File: src/common/dcc_pkg.sv
// Package: register map, field positions and codes for the dual comparator control block
package dcc_pkg;
  localparam int DCC_N_CMP = 2;
  localparam int DCC_AW = 8;
  // Register byte addresses (status and control bases have clear/set/invert aliases at +4/+8/+C)
  localparam logic [7:0] DCC_OFF_STAT = 8'h00;
  localparam logic [7:0] DCC_OFF_CTL1 = 8'h10;
  localparam logic [7:0] DCC_OFF_CTL2 = 8'h20;
  localparam logic [7:0] DCC_OFF_INTST = 8'h30;
  localparam logic [7:0] DCC_OFF_INTMSK = 8'h34;
  localparam logic [7:0] DCC_ALIAS_MASK = 8'h0C;
  // Alias kinds, taken from address bits 3:2
  localparam logic [1:0] DCC_AL_WR = 2'h0;
  localparam logic [1:0] DCC_AL_CLR = 2'h1;
  localparam logic [1:0] DCC_AL_SET = 2'h2;
  localparam logic [1:0] DCC_AL_INV = 2'h3;
  // Per-comparator control fields
  localparam int DCC_B_ON = 15;
  localparam int DCC_B_OE = 14;
  localparam int DCC_B_POL = 13;
  localparam int DCC_B_EVT = 9;
  localparam int DCC_B_OUT = 8;
  localparam int DCC_B_TRIG = 6;
  localparam int DCC_B_NREF = 4;
  localparam int DCC_B_ICH = 0;
  localparam logic [31:0] DCC_CTL_WMASK = 32'h0000E0D3;
  // Module status fields
  localparam int DCC_B_IDLE = 13;
  localparam int DCC_B_REFSEL = 8;
  localparam int DCC_B_EVTM = 16;
  localparam int DCC_B_OUTM = 0;
  localparam logic [31:0] DCC_STAT_WMASK = 32'h00002100;
  localparam logic [31:0] DCC_RESET_VAL = 32'h00000000;
  // Trigger polarity codes
  localparam logic [1:0] DCC_EV_OFF = 2'h0;
  localparam logic [1:0] DCC_EV_RISE = 2'h1;
  localparam logic [1:0] DCC_EV_FALL = 2'h2;
  localparam logic [1:0] DCC_EV_ANY = 2'h3;
  localparam logic [1:0] DCC_RESP_OKAY = 2'h0;
  localparam logic [1:0] DCC_RESP_SLVERR = 2'h2;
  typedef enum logic [2:0] {DCC_SEL_STAT, DCC_SEL_CTL1, DCC_SEL_CTL2, DCC_SEL_INTST, DCC_SEL_INTMSK,
                            DCC_SEL_NONE} dcc_sel_t;
endpackage

File: src/common/dcc_chan_if.sv
// Interface: one comparator channel between the register file and its event logic
`timescale 1ns/100ps
interface dcc_chan_if;
  logic rawIn;
  logic enable;
  logic run;
  logic invert;
  logic [1:0] trigPol;
  logic flag;
  logic result;
  logic trig;
  modport chan (input rawIn, enable, run, invert, trigPol, flag, output result, trig);
  modport ctrl (output rawIn, enable, run, invert, trigPol, flag, input result, trig);
endinterface

File: src/hw/dcc_top.sv
// Module: dual comparator control and status registers with AXI4-Lite slave
//
// Design decisions made here: the address map and the AXI4-Lite slave port.
`timescale 1ns/100ps
// Functional notes
// Two independent comparators, each with its own control; one shared status register.
// Each comparator's inputs are chosen among five sources by its select fields.
// Pad output enable passes the unsynchronised result to the pad; else internal.
// Status and both control registers have clear, set and invert aliases at +4, +8, +C.
// Status bit 17 mirrors comparator two's event flag, control bit 9.
// Status bit 16 mirrors comparator one's event flag.
// Status bit 1 mirrors comparator two's result, control bit 8.
// Status bit 0 mirrors comparator one's result.
// Stop-in-idle set halts all comparators while the device idles.
// Status bit 8 picks reference: 1 external pin, 0 control DAC.
// Unimplemented bits ignore writes and read as zero.
// Status and both control registers reset to zero.
// Event and result bits are hardware driven; software sets have no effect.
// Event flag sets on trigger; further triggers blocked until software clears it.
// Trigger polarity 11 any, 10 fall, 01 rise, 00 off; swapped by inversion.
// Inversion bit inverts the result before reporting and event use.
// Control bit 15 enables the comparator.
// Alias writes of ones clear, set or toggle writable bits; others unchanged.
// Raw results pass a two-stage synchroniser before status and edge use.
module dcc_top
  import dcc_pkg::*;
(
  input wire logic mclk,
  input wire logic rst,
  input wire logic [DCC_AW-1:0] s_axi_awaddr,
  input wire logic s_axi_awvalid,
  output logic s_axi_awready,
  input wire logic [31:0] s_axi_wdata,
  input wire logic [3:0] s_axi_wstrb,
  input wire logic s_axi_wvalid,
  output logic s_axi_wready,
  output logic [1:0] s_axi_bresp,
  output logic s_axi_bvalid,
  input wire logic s_axi_bready,
  input wire logic [DCC_AW-1:0] s_axi_araddr,
  input wire logic s_axi_arvalid,
  output logic s_axi_arready,
  output logic [31:0] s_axi_rdata,
  output logic [1:0] s_axi_rresp,
  output logic s_axi_rvalid,
  input wire logic s_axi_rready,
  input wire logic [DCC_N_CMP-1:0] cmpRaw,
  input wire logic idleMode,
  output logic [DCC_N_CMP-1:0] cmpRun,
  output logic [DCC_N_CMP-1:0] padOutputEnable,
  output logic [DCC_N_CMP-1:0] padInvert,
  output logic [DCC_N_CMP-1:0] nonInvertingReferenceSelect,
  output logic [2*DCC_N_CMP-1:0] invertingChannelSelect,
  output logic referenceSourceSelect,
  output logic irq
);
  // ******************************
  // State
  // ******************************
  logic [31:0] stat, next_stat;
  logic [31:0] ctl [DCC_N_CMP];
  logic [31:0] next_ctl [DCC_N_CMP];
  logic [DCC_N_CMP-1:0] event_flag, next_event_flag, runQ, next_runQ, intSt, next_intSt, intMsk, next_intMsk;
  logic [DCC_N_CMP-1:0] resultV, trigV;
  logic awHeld, next_awHeld, wHeld, next_wHeld, awRdy, next_awRdy, wRdy, next_wRdy;
  logic [DCC_AW-1:0] awAddr, next_awAddr;
  logic [31:0] wData, next_wData;
  logic [3:0] wStrb, next_wStrb;
  logic bValid, next_bValid, arRdy, next_arRdy, rValid, next_rValid, irqQ, next_irqQ;
  logic [1:0] bResp, next_bResp, rResp, next_rResp;
  logic [31:0] rData, next_rData;
  logic doWrite;
  dcc_sel_t wSel;
  logic [31:0] tmp, wBits;

  // Byte strobes widened to a bit mask
  function automatic logic [31:0] strobe_mask(input logic [3:0] be);
    logic [31:0] m;
    m = 32'h00000000;
    for (int b = 0; b < 4; b++) begin
      m[8*b +: 8] = {8{be[b]}};
    end
    return m;
  endfunction

  // Plain write or clear/set/invert alias applied to writable bits only
  function automatic logic [31:0] alias_apply(input logic [31:0] old, input logic [31:0] wd,
                                              input logic [3:0] be, input logic [31:0] wm,
                                              input logic [1:0] kind);
    logic [31:0] m;
    m = wm & strobe_mask(be);
    case (kind)
      DCC_AL_CLR: return old & ~(wd & m);
      DCC_AL_SET: return old | (wd & m);
      DCC_AL_INV: return old ^ (wd & m);
      default: return (old & ~m) | (wd & m);
    endcase
  endfunction

  // Address to register; aliases fold onto their base
  function automatic dcc_sel_t decode(input logic [DCC_AW-1:0] a);
    if (a == DCC_OFF_INTST) begin
      return DCC_SEL_INTST;
    end else if (a == DCC_OFF_INTMSK) begin
      return DCC_SEL_INTMSK;
    end else if ((a & ~DCC_ALIAS_MASK) == DCC_OFF_STAT) begin
      return DCC_SEL_STAT;
    end else if ((a & ~DCC_ALIAS_MASK) == DCC_OFF_CTL1) begin
      return DCC_SEL_CTL1;
    end else if ((a & ~DCC_ALIAS_MASK) == DCC_OFF_CTL2) begin
      return DCC_SEL_CTL2;
    end else begin
      return DCC_SEL_NONE;
    end
  endfunction

  // Live views: hardware bits merged over stored writable bits
  function automatic logic [31:0] ctl_view(input logic [31:0] c, input logic e, input logic r);
    logic [31:0] v;
    v = c & DCC_CTL_WMASK;
    v[DCC_B_EVT] = e;
    v[DCC_B_OUT] = r;
    return v;
  endfunction

  logic [31:0] statView;
  always_comb begin
    statView = stat & DCC_STAT_WMASK;
    statView[DCC_B_EVTM +: DCC_N_CMP] = event_flag;
    statView[DCC_B_OUTM +: DCC_N_CMP] = resultV;
  end

  // ******************************
  // Comparator channels
  // ******************************
  dcc_chan_if chIf [DCC_N_CMP] ();
  generate
    for (genvar g = 0; g < DCC_N_CMP; g++) begin : gen_ch
      assign chIf[g].rawIn = cmpRaw[g];
      assign chIf[g].enable = ctl[g][DCC_B_ON];
      assign chIf[g].run = runQ[g];
      assign chIf[g].invert = ctl[g][DCC_B_POL];
      assign chIf[g].trigPol = ctl[g][DCC_B_TRIG +: 2];
      assign chIf[g].flag = event_flag[g];
      assign resultV[g] = chIf[g].result;
      assign trigV[g] = chIf[g].trig;
      dcc_channel u_ch (.mclk(mclk), .rst(rst), .ch(chIf[g]));
      // Configuration outputs; the pad path itself is analog and unclocked
      assign padOutputEnable[g] = ctl[g][DCC_B_OE];
      assign padInvert[g] = ctl[g][DCC_B_POL];
      assign nonInvertingReferenceSelect[g] = ctl[g][DCC_B_NREF];
      assign invertingChannelSelect[2*g +: 2] = ctl[g][DCC_B_ICH +: 2];
    end
  endgenerate
  assign cmpRun = runQ;
  assign referenceSourceSelect = stat[DCC_B_REFSEL];
  assign irq = irqQ;

  // ******************************
  // Register file
  // ******************************
  assign doWrite = awHeld && wHeld && !bValid;
  assign wSel = decode(awAddr);
  assign wBits = strobe_mask(wStrb);
  always_comb begin
    next_stat = stat;
    next_ctl = ctl;
    next_intMsk = intMsk;
    tmp = 32'h00000000;
    next_event_flag = event_flag;
    next_intSt = intSt | trigV;
    if (doWrite) begin
      if (wSel == DCC_SEL_STAT) begin
        // Mirrors are not stored, so software cannot touch them
        next_stat = alias_apply(stat, wData, wStrb, DCC_STAT_WMASK, awAddr[3:2]);
      end else if (wSel == DCC_SEL_CTL1 || wSel == DCC_SEL_CTL2) begin
        for (int i = 0; i < DCC_N_CMP; i++) begin
          if (wSel == ((i == 0) ? DCC_SEL_CTL1 : DCC_SEL_CTL2)) begin
            tmp = alias_apply(ctl_view(ctl[i], event_flag[i], resultV[i]), wData, wStrb,
                              DCC_CTL_WMASK | (32'h00000001 << DCC_B_EVT), awAddr[3:2]);
            next_ctl[i] = tmp & DCC_CTL_WMASK;
            // Software may only clear the flag
            next_event_flag[i] = event_flag[i] & tmp[DCC_B_EVT];
          end
        end
      end else if (wSel == DCC_SEL_INTST) begin
        next_intSt = (intSt & ~(wData[DCC_N_CMP-1:0] & wBits[DCC_N_CMP-1:0])) | trigV;
      end else if (wSel == DCC_SEL_INTMSK) begin
        next_intMsk = (wData[DCC_N_CMP-1:0] & wBits[DCC_N_CMP-1:0]) | (intMsk & ~wBits[DCC_N_CMP-1:0]);
      end
    end
    // A trigger in the clearing cycle still sets the flag
    next_event_flag = next_event_flag | trigV;
    for (int i = 0; i < DCC_N_CMP; i++) begin
      next_runQ[i] = ctl[i][DCC_B_ON] && !(stat[DCC_B_IDLE] && idleMode);
    end
    next_irqQ = |(intSt & intMsk);
  end

  always_ff @(posedge mclk) begin
    if (rst) begin
      stat <= DCC_RESET_VAL;
      ctl <= '{default: DCC_RESET_VAL};
      event_flag <= '0;
      runQ <= '0;
      intSt <= '0;
      intMsk <= '0;
      irqQ <= 1'b0;
    end else begin
      stat <= next_stat;
      ctl <= next_ctl;
      event_flag <= next_event_flag;
      runQ <= next_runQ;
      intSt <= next_intSt;
      intMsk <= next_intMsk;
      irqQ <= next_irqQ;
    end
  end

  // ******************************
  // AXI4-Lite handshake
  // ******************************
  always_comb begin
    next_awHeld = awHeld;
    next_awAddr = awAddr;
    next_wHeld = wHeld;
    next_wData = wData;
    next_wStrb = wStrb;
    next_bValid = bValid;
    next_bResp = bResp;
    next_arRdy = arRdy || !rValid; // Re-armed whenever no read data is pending
    next_rValid = rValid;
    next_rData = rData;
    next_rResp = rResp;
    if (s_axi_bready && bValid) begin
      next_bValid = 1'b0;
    end
    if (doWrite) begin
      next_awHeld = 1'b0;
      next_wHeld = 1'b0;
      next_bValid = 1'b1;
      next_bResp = (wSel == DCC_SEL_NONE) ? DCC_RESP_SLVERR : DCC_RESP_OKAY;
    end else begin
      if (s_axi_awvalid && awRdy) begin
        next_awHeld = 1'b1;
        next_awAddr = s_axi_awaddr;
      end
      if (s_axi_wvalid && wRdy) begin
        next_wHeld = 1'b1;
        next_wData = s_axi_wdata;
        next_wStrb = s_axi_wstrb;
      end
    end
    // Ready drops while a word is held, so nothing is taken twice
    next_awRdy = !next_awHeld;
    next_wRdy = !next_wHeld;
    if (s_axi_rready && rValid) begin
      next_rValid = 1'b0;
      next_arRdy = 1'b1;
    end
    if (s_axi_arvalid && arRdy) begin
      next_arRdy = 1'b0;
      next_rValid = 1'b1;
      next_rResp = DCC_RESP_OKAY;
      // Alias reads return the base value
      case (decode(s_axi_araddr))
        DCC_SEL_STAT: next_rData = statView;
        DCC_SEL_CTL1: next_rData = ctl_view(ctl[0], event_flag[0], resultV[0]);
        DCC_SEL_CTL2: next_rData = ctl_view(ctl[1], event_flag[1], resultV[1]);
        DCC_SEL_INTST: next_rData = {{(32-DCC_N_CMP){1'b0}}, intSt};
        DCC_SEL_INTMSK: next_rData = {{(32-DCC_N_CMP){1'b0}}, intMsk};
        default: begin
          next_rData = 32'h00000000;
          next_rResp = DCC_RESP_SLVERR;
        end
      endcase
    end
  end

  always_ff @(posedge mclk) begin
    if (rst) begin
      awHeld <= 1'b0;
      awAddr <= '0;
      wHeld <= 1'b0;
      wData <= 32'h00000000;
      wStrb <= 4'h0;
      awRdy <= 1'b0;
      wRdy <= 1'b0;
      bValid <= 1'b0;
      bResp <= DCC_RESP_OKAY;
      arRdy <= 1'b0;
      rValid <= 1'b0;
      rData <= 32'h00000000;
      rResp <= DCC_RESP_OKAY;
    end else begin
      awHeld <= next_awHeld;
      awAddr <= next_awAddr;
      wHeld <= next_wHeld;
      wData <= next_wData;
      wStrb <= next_wStrb;
      awRdy <= next_awRdy;
      wRdy <= next_wRdy;
      bValid <= next_bValid;
      bResp <= next_bResp;
      arRdy <= next_arRdy;
      rValid <= next_rValid;
      rData <= next_rData;
      rResp <= next_rResp;
    end
  end
  assign s_axi_awready = awRdy;
  assign s_axi_wready = wRdy;
  assign s_axi_bvalid = bValid;
  assign s_axi_bresp = bResp;
  assign s_axi_arready = arRdy;
  assign s_axi_rvalid = rValid;
  assign s_axi_rdata = rData;
  assign s_axi_rresp = rResp;
endmodule

File: src/hw/dcc_channel.sv
// Module: one comparator's synchroniser, polarity and trigger detection
`timescale 1ns/100ps
module dcc_channel
  import dcc_pkg::*;
(
  input wire logic mclk,
  input wire logic rst,
  dcc_chan_if.chan ch
);
  logic s1, s2, prev, result, trig;
  logic next_s1, next_s2, next_prev, next_result, next_trig;
  logic cur, old;

  // Two-stage sync; only s2 and later flops feed the edge logic
  always_comb begin
    next_s1 = ch.rawIn;
    next_s2 = s1;
    next_prev = s2;
    cur = s2 ^ ch.invert;
    old = prev ^ ch.invert;
    // Disabled reads 0; idle stop freezes the last value
    next_result = ch.enable ? (ch.run ? cur : result) : 1'b0;
    next_trig = 1'b0;
    // Flag already set blocks further triggers
    if (ch.run && !ch.flag) begin
      case (ch.trigPol)
        DCC_EV_ANY: next_trig = cur ^ old;
        DCC_EV_FALL: next_trig = old && !cur;
        DCC_EV_RISE: next_trig = cur && !old;
        default: next_trig = 1'b0;
      endcase
    end
  end

  always_ff @(posedge mclk) begin
    if (rst) begin
      s1 <= 1'b0;
      s2 <= 1'b0;
      prev <= 1'b0;
      result <= 1'b0;
      trig <= 1'b0;
    end else begin
      s1 <= next_s1;
      s2 <= next_s2;
      prev <= next_prev;
      result <= next_result;
      trig <= next_trig;
    end
  end

  assign ch.result = result;
  assign ch.trig = trig;
endmodule

File: config.mk
export PLATFORM = sky130hd
export DESIGN_NAME = dcc_top
export DESIGN_NICKNAME = d
export VERILOG_FILES = /design/src/common/dcc_pkg.sv /design/src/common/dcc_chan_if.sv /design/src/hw/dcc_top.sv /design/src/hw/dcc_channel.sv
export SDC_FILE = /design/constraint.sdc
export NUM_CORES = 1
export LEC_CHECK = 0
export BUFFER_PORTS_ARGS = -buffer_cell sky130_fd_sc_hd__buf_2
export CAP_MARGIN = 20
export CORE_ASPECT_RATIO = 0.75
export CORE_MARGIN = 3
export CORE_UTILIZATION = 50
export CTS_CLUSTER_SIZE = 14
export DETAILED_ROUTE_END_ITERATION = 16
export GPL_ROUTABILITY_DRIVEN = 0
export PLACE_DENSITY = 0.76
export SYNTH_ARGS = -nofsm -noshare
export SYNTH_HDL_FRONTEND = slang
export SYNTH_SLANG_ARGS = --single-unit
File: constraint.sdc
create_clock -name mclk -period 4.2 [get_ports mclk]
set_input_delay 0.84 -clock mclk [delete_from_list [all_inputs] [get_ports mclk]]
set_output_delay 0.84 -clock mclk [all_outputs]
set_load 0.02 [all_outputs]
==> results of run 1 <==
==> worst min path at each step <==
| stage | from | end | cells after the start |
|---|---|---|---|
| finish | gen_ch[0].u_ch.next_s2 | gen_ch[0].u_ch.next_prev | 1 |
| global route | gen_ch[1].u_ch.next_s2 | gen_ch[1].u_ch.next_prev | 1 |
| CTS | gen_ch[0].u_ch.next_s2 | gen_ch[0].u_ch.next_prev | 1 |
| detailed placement | gen_ch[0].u_ch.next_s2 | gen_ch[0].u_ch.next_prev | 1 |
| global placement | gen_ch[1].u_ch.next_s2 | gen_ch[1].u_ch.next_prev | 1 |
| floorplan | gen_ch[0].u_ch.next_s2 | gen_ch[0].u_ch.next_prev | 1 |
==> layout make-up <==
class	count	area, um^2
Timing Repair Buffer	76	408
Inverter	24	90.1
Sequential cell	78	1560
Multi-Input combinational cell	353	2560
Clock inverter	6	83.8
Fill cell	743	3480
Tap cell	108	135
Clock buffer	10	239
==> synthesized netlist by cell type (5+ instances only) <==
cell type and instances:
a21oi_1 32, inv_1 24, buf_1 5, mux2_2 20
buf_4 26, dfxtp_1 78, a221oi_1 5, ha_1 42
nor3_1 7, nand2b_1 13, a22oi_1 9, nor2_1 65
clkbuf_1 20, mux2i_1 26, a22o_1 5, nor2b_1 9
nand2_1 20, a211oi_1 27
==> stage by stage <==
stage | setup slack, ns | area, um^2 | total power, mW
finish | 2.04 | 5080 | 1.78
global route | 1.89 | 5080 | 1.85
CTS | 2.09 | 5060 | 1.79
detailed placement | 1.85 | 4740 | 0.951
global placement | 1.88 | 4740 | 0.946
floorplan | 1.97 | 4530 | 0.922
==> power groups by stage <==
stage	combinational (mW)	clock, mW	sequential (mW)
after detailed placement	0.155	0	0.795
after CTS	0.156	0.853	0.779
final	0.158	0.843	0.779
after global routing	0.175	0.889	0.782
after floorplan	0.132	0	0.790
after global placement	0.152	0	0.794
==> worst reg2reg max path, cell delays in order (launching register included) <==
cell and delay [ns]:
dfxtp_1 0.84, nor3_1 0.24, nor4_4 0.55, nor2_1 0.11, a211oi_1 0.31
==> per-layer routing <==
metal  GRT usage (%)  vias up  wire length (um)
li1                -     1788                 -
met1            27.8     1697              4760
met2            32.5      112              4700
met3            6.01       10               693
met4            5.54        0               109
met5               0        -                 0
==> kinds of logic (layout without fill, tap and decap cells) <==
kind of cell	Yosys count	in the layout	synth area share, %
compound gates	104	104	17.0
xor+xnor	4	4	0.787
fa+ha+maj	42	42	11.8
buf+inv	79	116	9.11
flops	78	78	35.1
mux	46	46	10.9
other cells	1	22	0.0842
simple gates	135	135	15.3
==> out/results.ini, run 1 <==
[global_routing]
grt_max_degree=62
grt_pass1_wl_mm=16.5
antenna_found_initial=0
grt_pass1_vias=3356
grt-ovfl-total=0
grt_usage_pct=20.6

[timing]
final.min_clock_period_ns=2.16
finalSetupViolCount=0
finClkSkew_ns=0.00764
hold_ws_ns=0.440
slew_headroom_pct=46.0
slew_violations=0
grt_setup_unrepaired=false
tightest_slew_ns=0.809
final.setup.tns_ns=0
finalCritPeriodShare_pct=51.5
fmax_mhz=462
hold_viol=0

[power_and_ir_drop]
clkPwrFrac_pct=47.4
power.internal_mw=1.35
combPwrFrac_pct=8.9
switching_power_uw=428
pwr-share-seq_pct=43.8
vdd_drop_max_v=0.000236
p_leak_nw=2.13
switching_share_pct=24.1
power_density_nw_per_um2=350

[detailed_routing]
drt_iter0_drc=243
antenna_left=0
drt_first_pass_iters=4
vias_per_cell=5.51
num_vias=3607
drt_wl_total_mm=10.3
remaining_drc_errors=0
post_drt_wl_per_cell_um=15.7

[hold_path]
hold_class=reg -> reg

[worst_setup_path]
critPathLaunch=awAddr[3]
worstSetupEndpointType=flop
cp_top_family=simple AND/OR/NAND/NOR gates
crit_arrival_ns=2.39
r2r_slack_ns=2.04
cp.required_ns=4.43
critPathBufInv=0
cp-start-kind=flop
cp_max_fo=23
cp.depth=4
critPathSlowestCell=dfxtp_1
r2r-start=awAddr[3]
cpPeakStageDelay_ns=0.84
cp_cell_sequence=nor3_1, nor4_4, nor2_1, a211oi_1
worstSetupPathType=reg -> reg
rr_worst_depth=4

[die]
core-area_um2=8560
fp.dieW_um=115
die_h_um=87.7
std_cell_rows=29
dieArea_um2=10100
start_util_pct=52.0
pin_count=117

[yosys]
synth_warnings=0
synthArstFlopShare_pct=0
synth.largest_area_cell=dfxtp_1
seq_area_frac_synth_pct=35.1
synth_cell_type_count=48
synth_area_leaders=dfxtp_1 (35%), ha_1 (12%), mux2i_1 (5.8%)
synth_seq_cells=78
synth.top_cell.area_share_pct=35.1
synth_area_um2=4450
synth-edff-count=0
ys.flop_type=dfxtp_1
syn_inst=489
syn_avg_cell_area_um2=9.10

[clock_network]
postCtsSetupBuffers=0
cts_tree=built
cts_repair_resize_count=0
root_buffer=clkbuf_16
cts_max_level=3
ctsLongestPathBuffers=2
clock_sinks=78
clk_pin_slew_ns=0.05
cts_hold_buf=0
cts_buffers=9
insertion_delay_ns=0.34

[status]
status=finished, final reports clean

[cells_and_area]
final_common_cell=dfxtp_1
drive_gt1_share_pct=22.3
final_net_count=646
finish.utilization_pct=59.3
mostFrequentLayoutCells=dfxtp_1 (78), buf_2 (70), nor2_1 (65)
area_growth_pct=14.1
antenna-diode-count=0
final_cells=655

[run]
drv_cap=0

[placement]
place_inst=638
io_buffers=70
dpl.hpwl_mm=7.58

No activity file was read; power rests on OpenSTA's default activity.
==> inputs of run 2 (changes only) <==
--- a/config.mk
+++ b/config.mk
@@ -9,11 +9,11 @@
 export CAP_MARGIN = 20
 export CORE_ASPECT_RATIO = 0.75
 export CORE_MARGIN = 3
-export CORE_UTILIZATION = 50
+export CORE_UTILIZATION = 48
 export CTS_CLUSTER_SIZE = 14
 export DETAILED_ROUTE_END_ITERATION = 16
 export GPL_ROUTABILITY_DRIVEN = 0
-export PLACE_DENSITY = 0.76
+export PLACE_DENSITY = 0.77
 export SYNTH_ARGS = -nofsm -noshare
 export SYNTH_HDL_FRONTEND = slang
 export SYNTH_SLANG_ARGS = --single-unit
==> constraint.sdc (replaced) <==
create_clock -name mclk -period 1.91 [get_ports mclk]
set_input_delay 0.382 -clock mclk [delete_from_list [all_inputs] [get_ports mclk]]
set_output_delay 0.382 -clock mclk [all_outputs]
set_load 0.02 [all_outputs]
==> out/results.ini, run 2 (synthesized netlist as in run 1, its figures left out) <==
[power_and_ir_drop]
vdd_drop_max_v=0.000689
p_leak_nw=2.22
power_density_nw_per_um2=799

[die]
start_util_pct=50.9
die_h_um=89.4
dieArea_um2=10500
pin_count=117
fp.dieW_um=117
core-area_um2=8740
std_cell_rows=29

[hold_path]
hold_class=in -> reg

[global_routing]
grt-ovfl-total=0
antenna_found_initial=0
grt_max_degree=34
grt_pass1_wl_mm=17.0
grt_usage_pct=20.8
grt_pass1_vias=3576

[detailed_routing]
antenna_left=0
post_drt_wl_per_cell_um=15.9
remaining_drc_errors=0
drt_iter0_drc=230
vias_per_cell=5.50
drt_first_pass_iters=4
drt_wl_total_mm=10.9
num_vias=3763

[clock_network]
clock_sinks=78
postCtsSetupBuffers=0
cts_buffers=9
insertion_delay_ns=0.34
root_buffer=clkbuf_16
cts_max_level=3
ctsLongestPathBuffers=2
clk_pin_slew_ns=0.06
cts_hold_buf=0
cts_tree=built

[worst_setup_path]
cp_max_fo=6
r2r_slack_ns=0.01
worstSetupEndpointType=flop
cp.required_ns=2.14
worstSetupPathType=reg -> reg
cp-start-kind=flop
crit_arrival_ns=2.13

[timing]
grt_setup_unrepaired=true
hold_viol=0
finalCritPeriodShare_pct=99.4
tightest_slew_ns=0.619
finClkSkew_ns=0.00844
slew_headroom_pct=58.4
finalSetupViolCount=0
layout_setup_ws_ns=0.0115
final.min_clock_period_ns=1.90
slew_violations=0
fmax_mhz=527
hold_ws_ns=0.255

[cells_and_area]
mostFrequentLayoutCells=dfxtp_1 (74), buf_2 (71), nor2_1 (65)
area_growth_pct=18.4
antenna-diode-count=0
final_common_cell=dfxtp_1
drive_gt1_share_pct=25.0
final_net_count=659

[run]
drv_cap=0

[placement]
io_buffers=70
place_ws_ns=0.00801
dpl.hpwl_mm=8.07

[status]
status=finished, final reports clean

==> run 2: cell count changes in the layout (fill, tap and decap cells not counted), sizes merged <==
cell / change
buf: +13
bufinv: +2
inv: -1
clkinvlp: +1
clkinv: -2
==> run 2: worst max-delay path: stages (launching register included) <==
cell and delay, ns:
dfxtp_2 0.32, or4_4 0.53, or4b_4 0.65, a221oi_4 0.23, a211oi_2 0.05
==> run 2: path summary, 6_finish.rpt <==
check                         end            start  cells past startpoint
setup / recovery             flop        awAddr[0]                      4
setup reg to reg             flop        awAddr[0]                      4
hold / removal      s_axi_arready    s_axi_arvalid                      2
hold reg to reg   s_axi_rdata[17]  s_axi_rdata[17]                      2
==> run 2: power breakdown <==
part	total (mW)	internal [mW]	switching (mW)	leakage, nW
Sequential	1.70	1.67	0.0354	0.635
Clock	2.12	1.44	0.678	0.179
Combinational	0.386	0.144	0.241	1.40
Total	4.21	3.25	0.955	2.22
==> run 2: per-layer routing <==
| metal | vias up | global-route usage (%) | share of wire, % | routed length, um |
|---|---|---|---|---|
| met5 | - | 0 | 0 | 0 |
| met4 | 0 | 7.08 | 1.1 | 114 |
| met3 | 11 | 5.14 | 7.8 | 850 |
| met2 | 149 | 32.8 | 45 | 4850 |
| met1 | 1795 | 27.9 | 46 | 5040 |
| li1 | 1808 | - | - | - |
==> run 2: layout make-up <==
cell class                 count  area, um^2
fill                         763        3470
multi-input combinational    353        2580
sequential                    78        1570
timing repair buffer          89         507
clock buffer                  10         239
tap                          124         155
clock inverter                 6         133
inverter                      24        90.1
==> run 2: per-stage QoR <==
step	setup TNS [ns]	std cells	power (mW)	utilization (%)	cell area, um^2
after floorplan	0	510	2.03	-	4530
after global routing	-0.157	684	4.33	60.3	5270
after detailed placement	0	667	2.12	55.7	4870
after CTS	0	683	4.22	59.9	5240
after global placement	0	667	2.10	55.7	4870
final	0	684	4.21	60.3	5270
==> run 2: repair_timing <==
action | in CTS | in global routing
endpoints found under the hold margin | 0 | 0
gates resized for setup | 0 | 7
endpoints found under the setup margin | 0 | 12
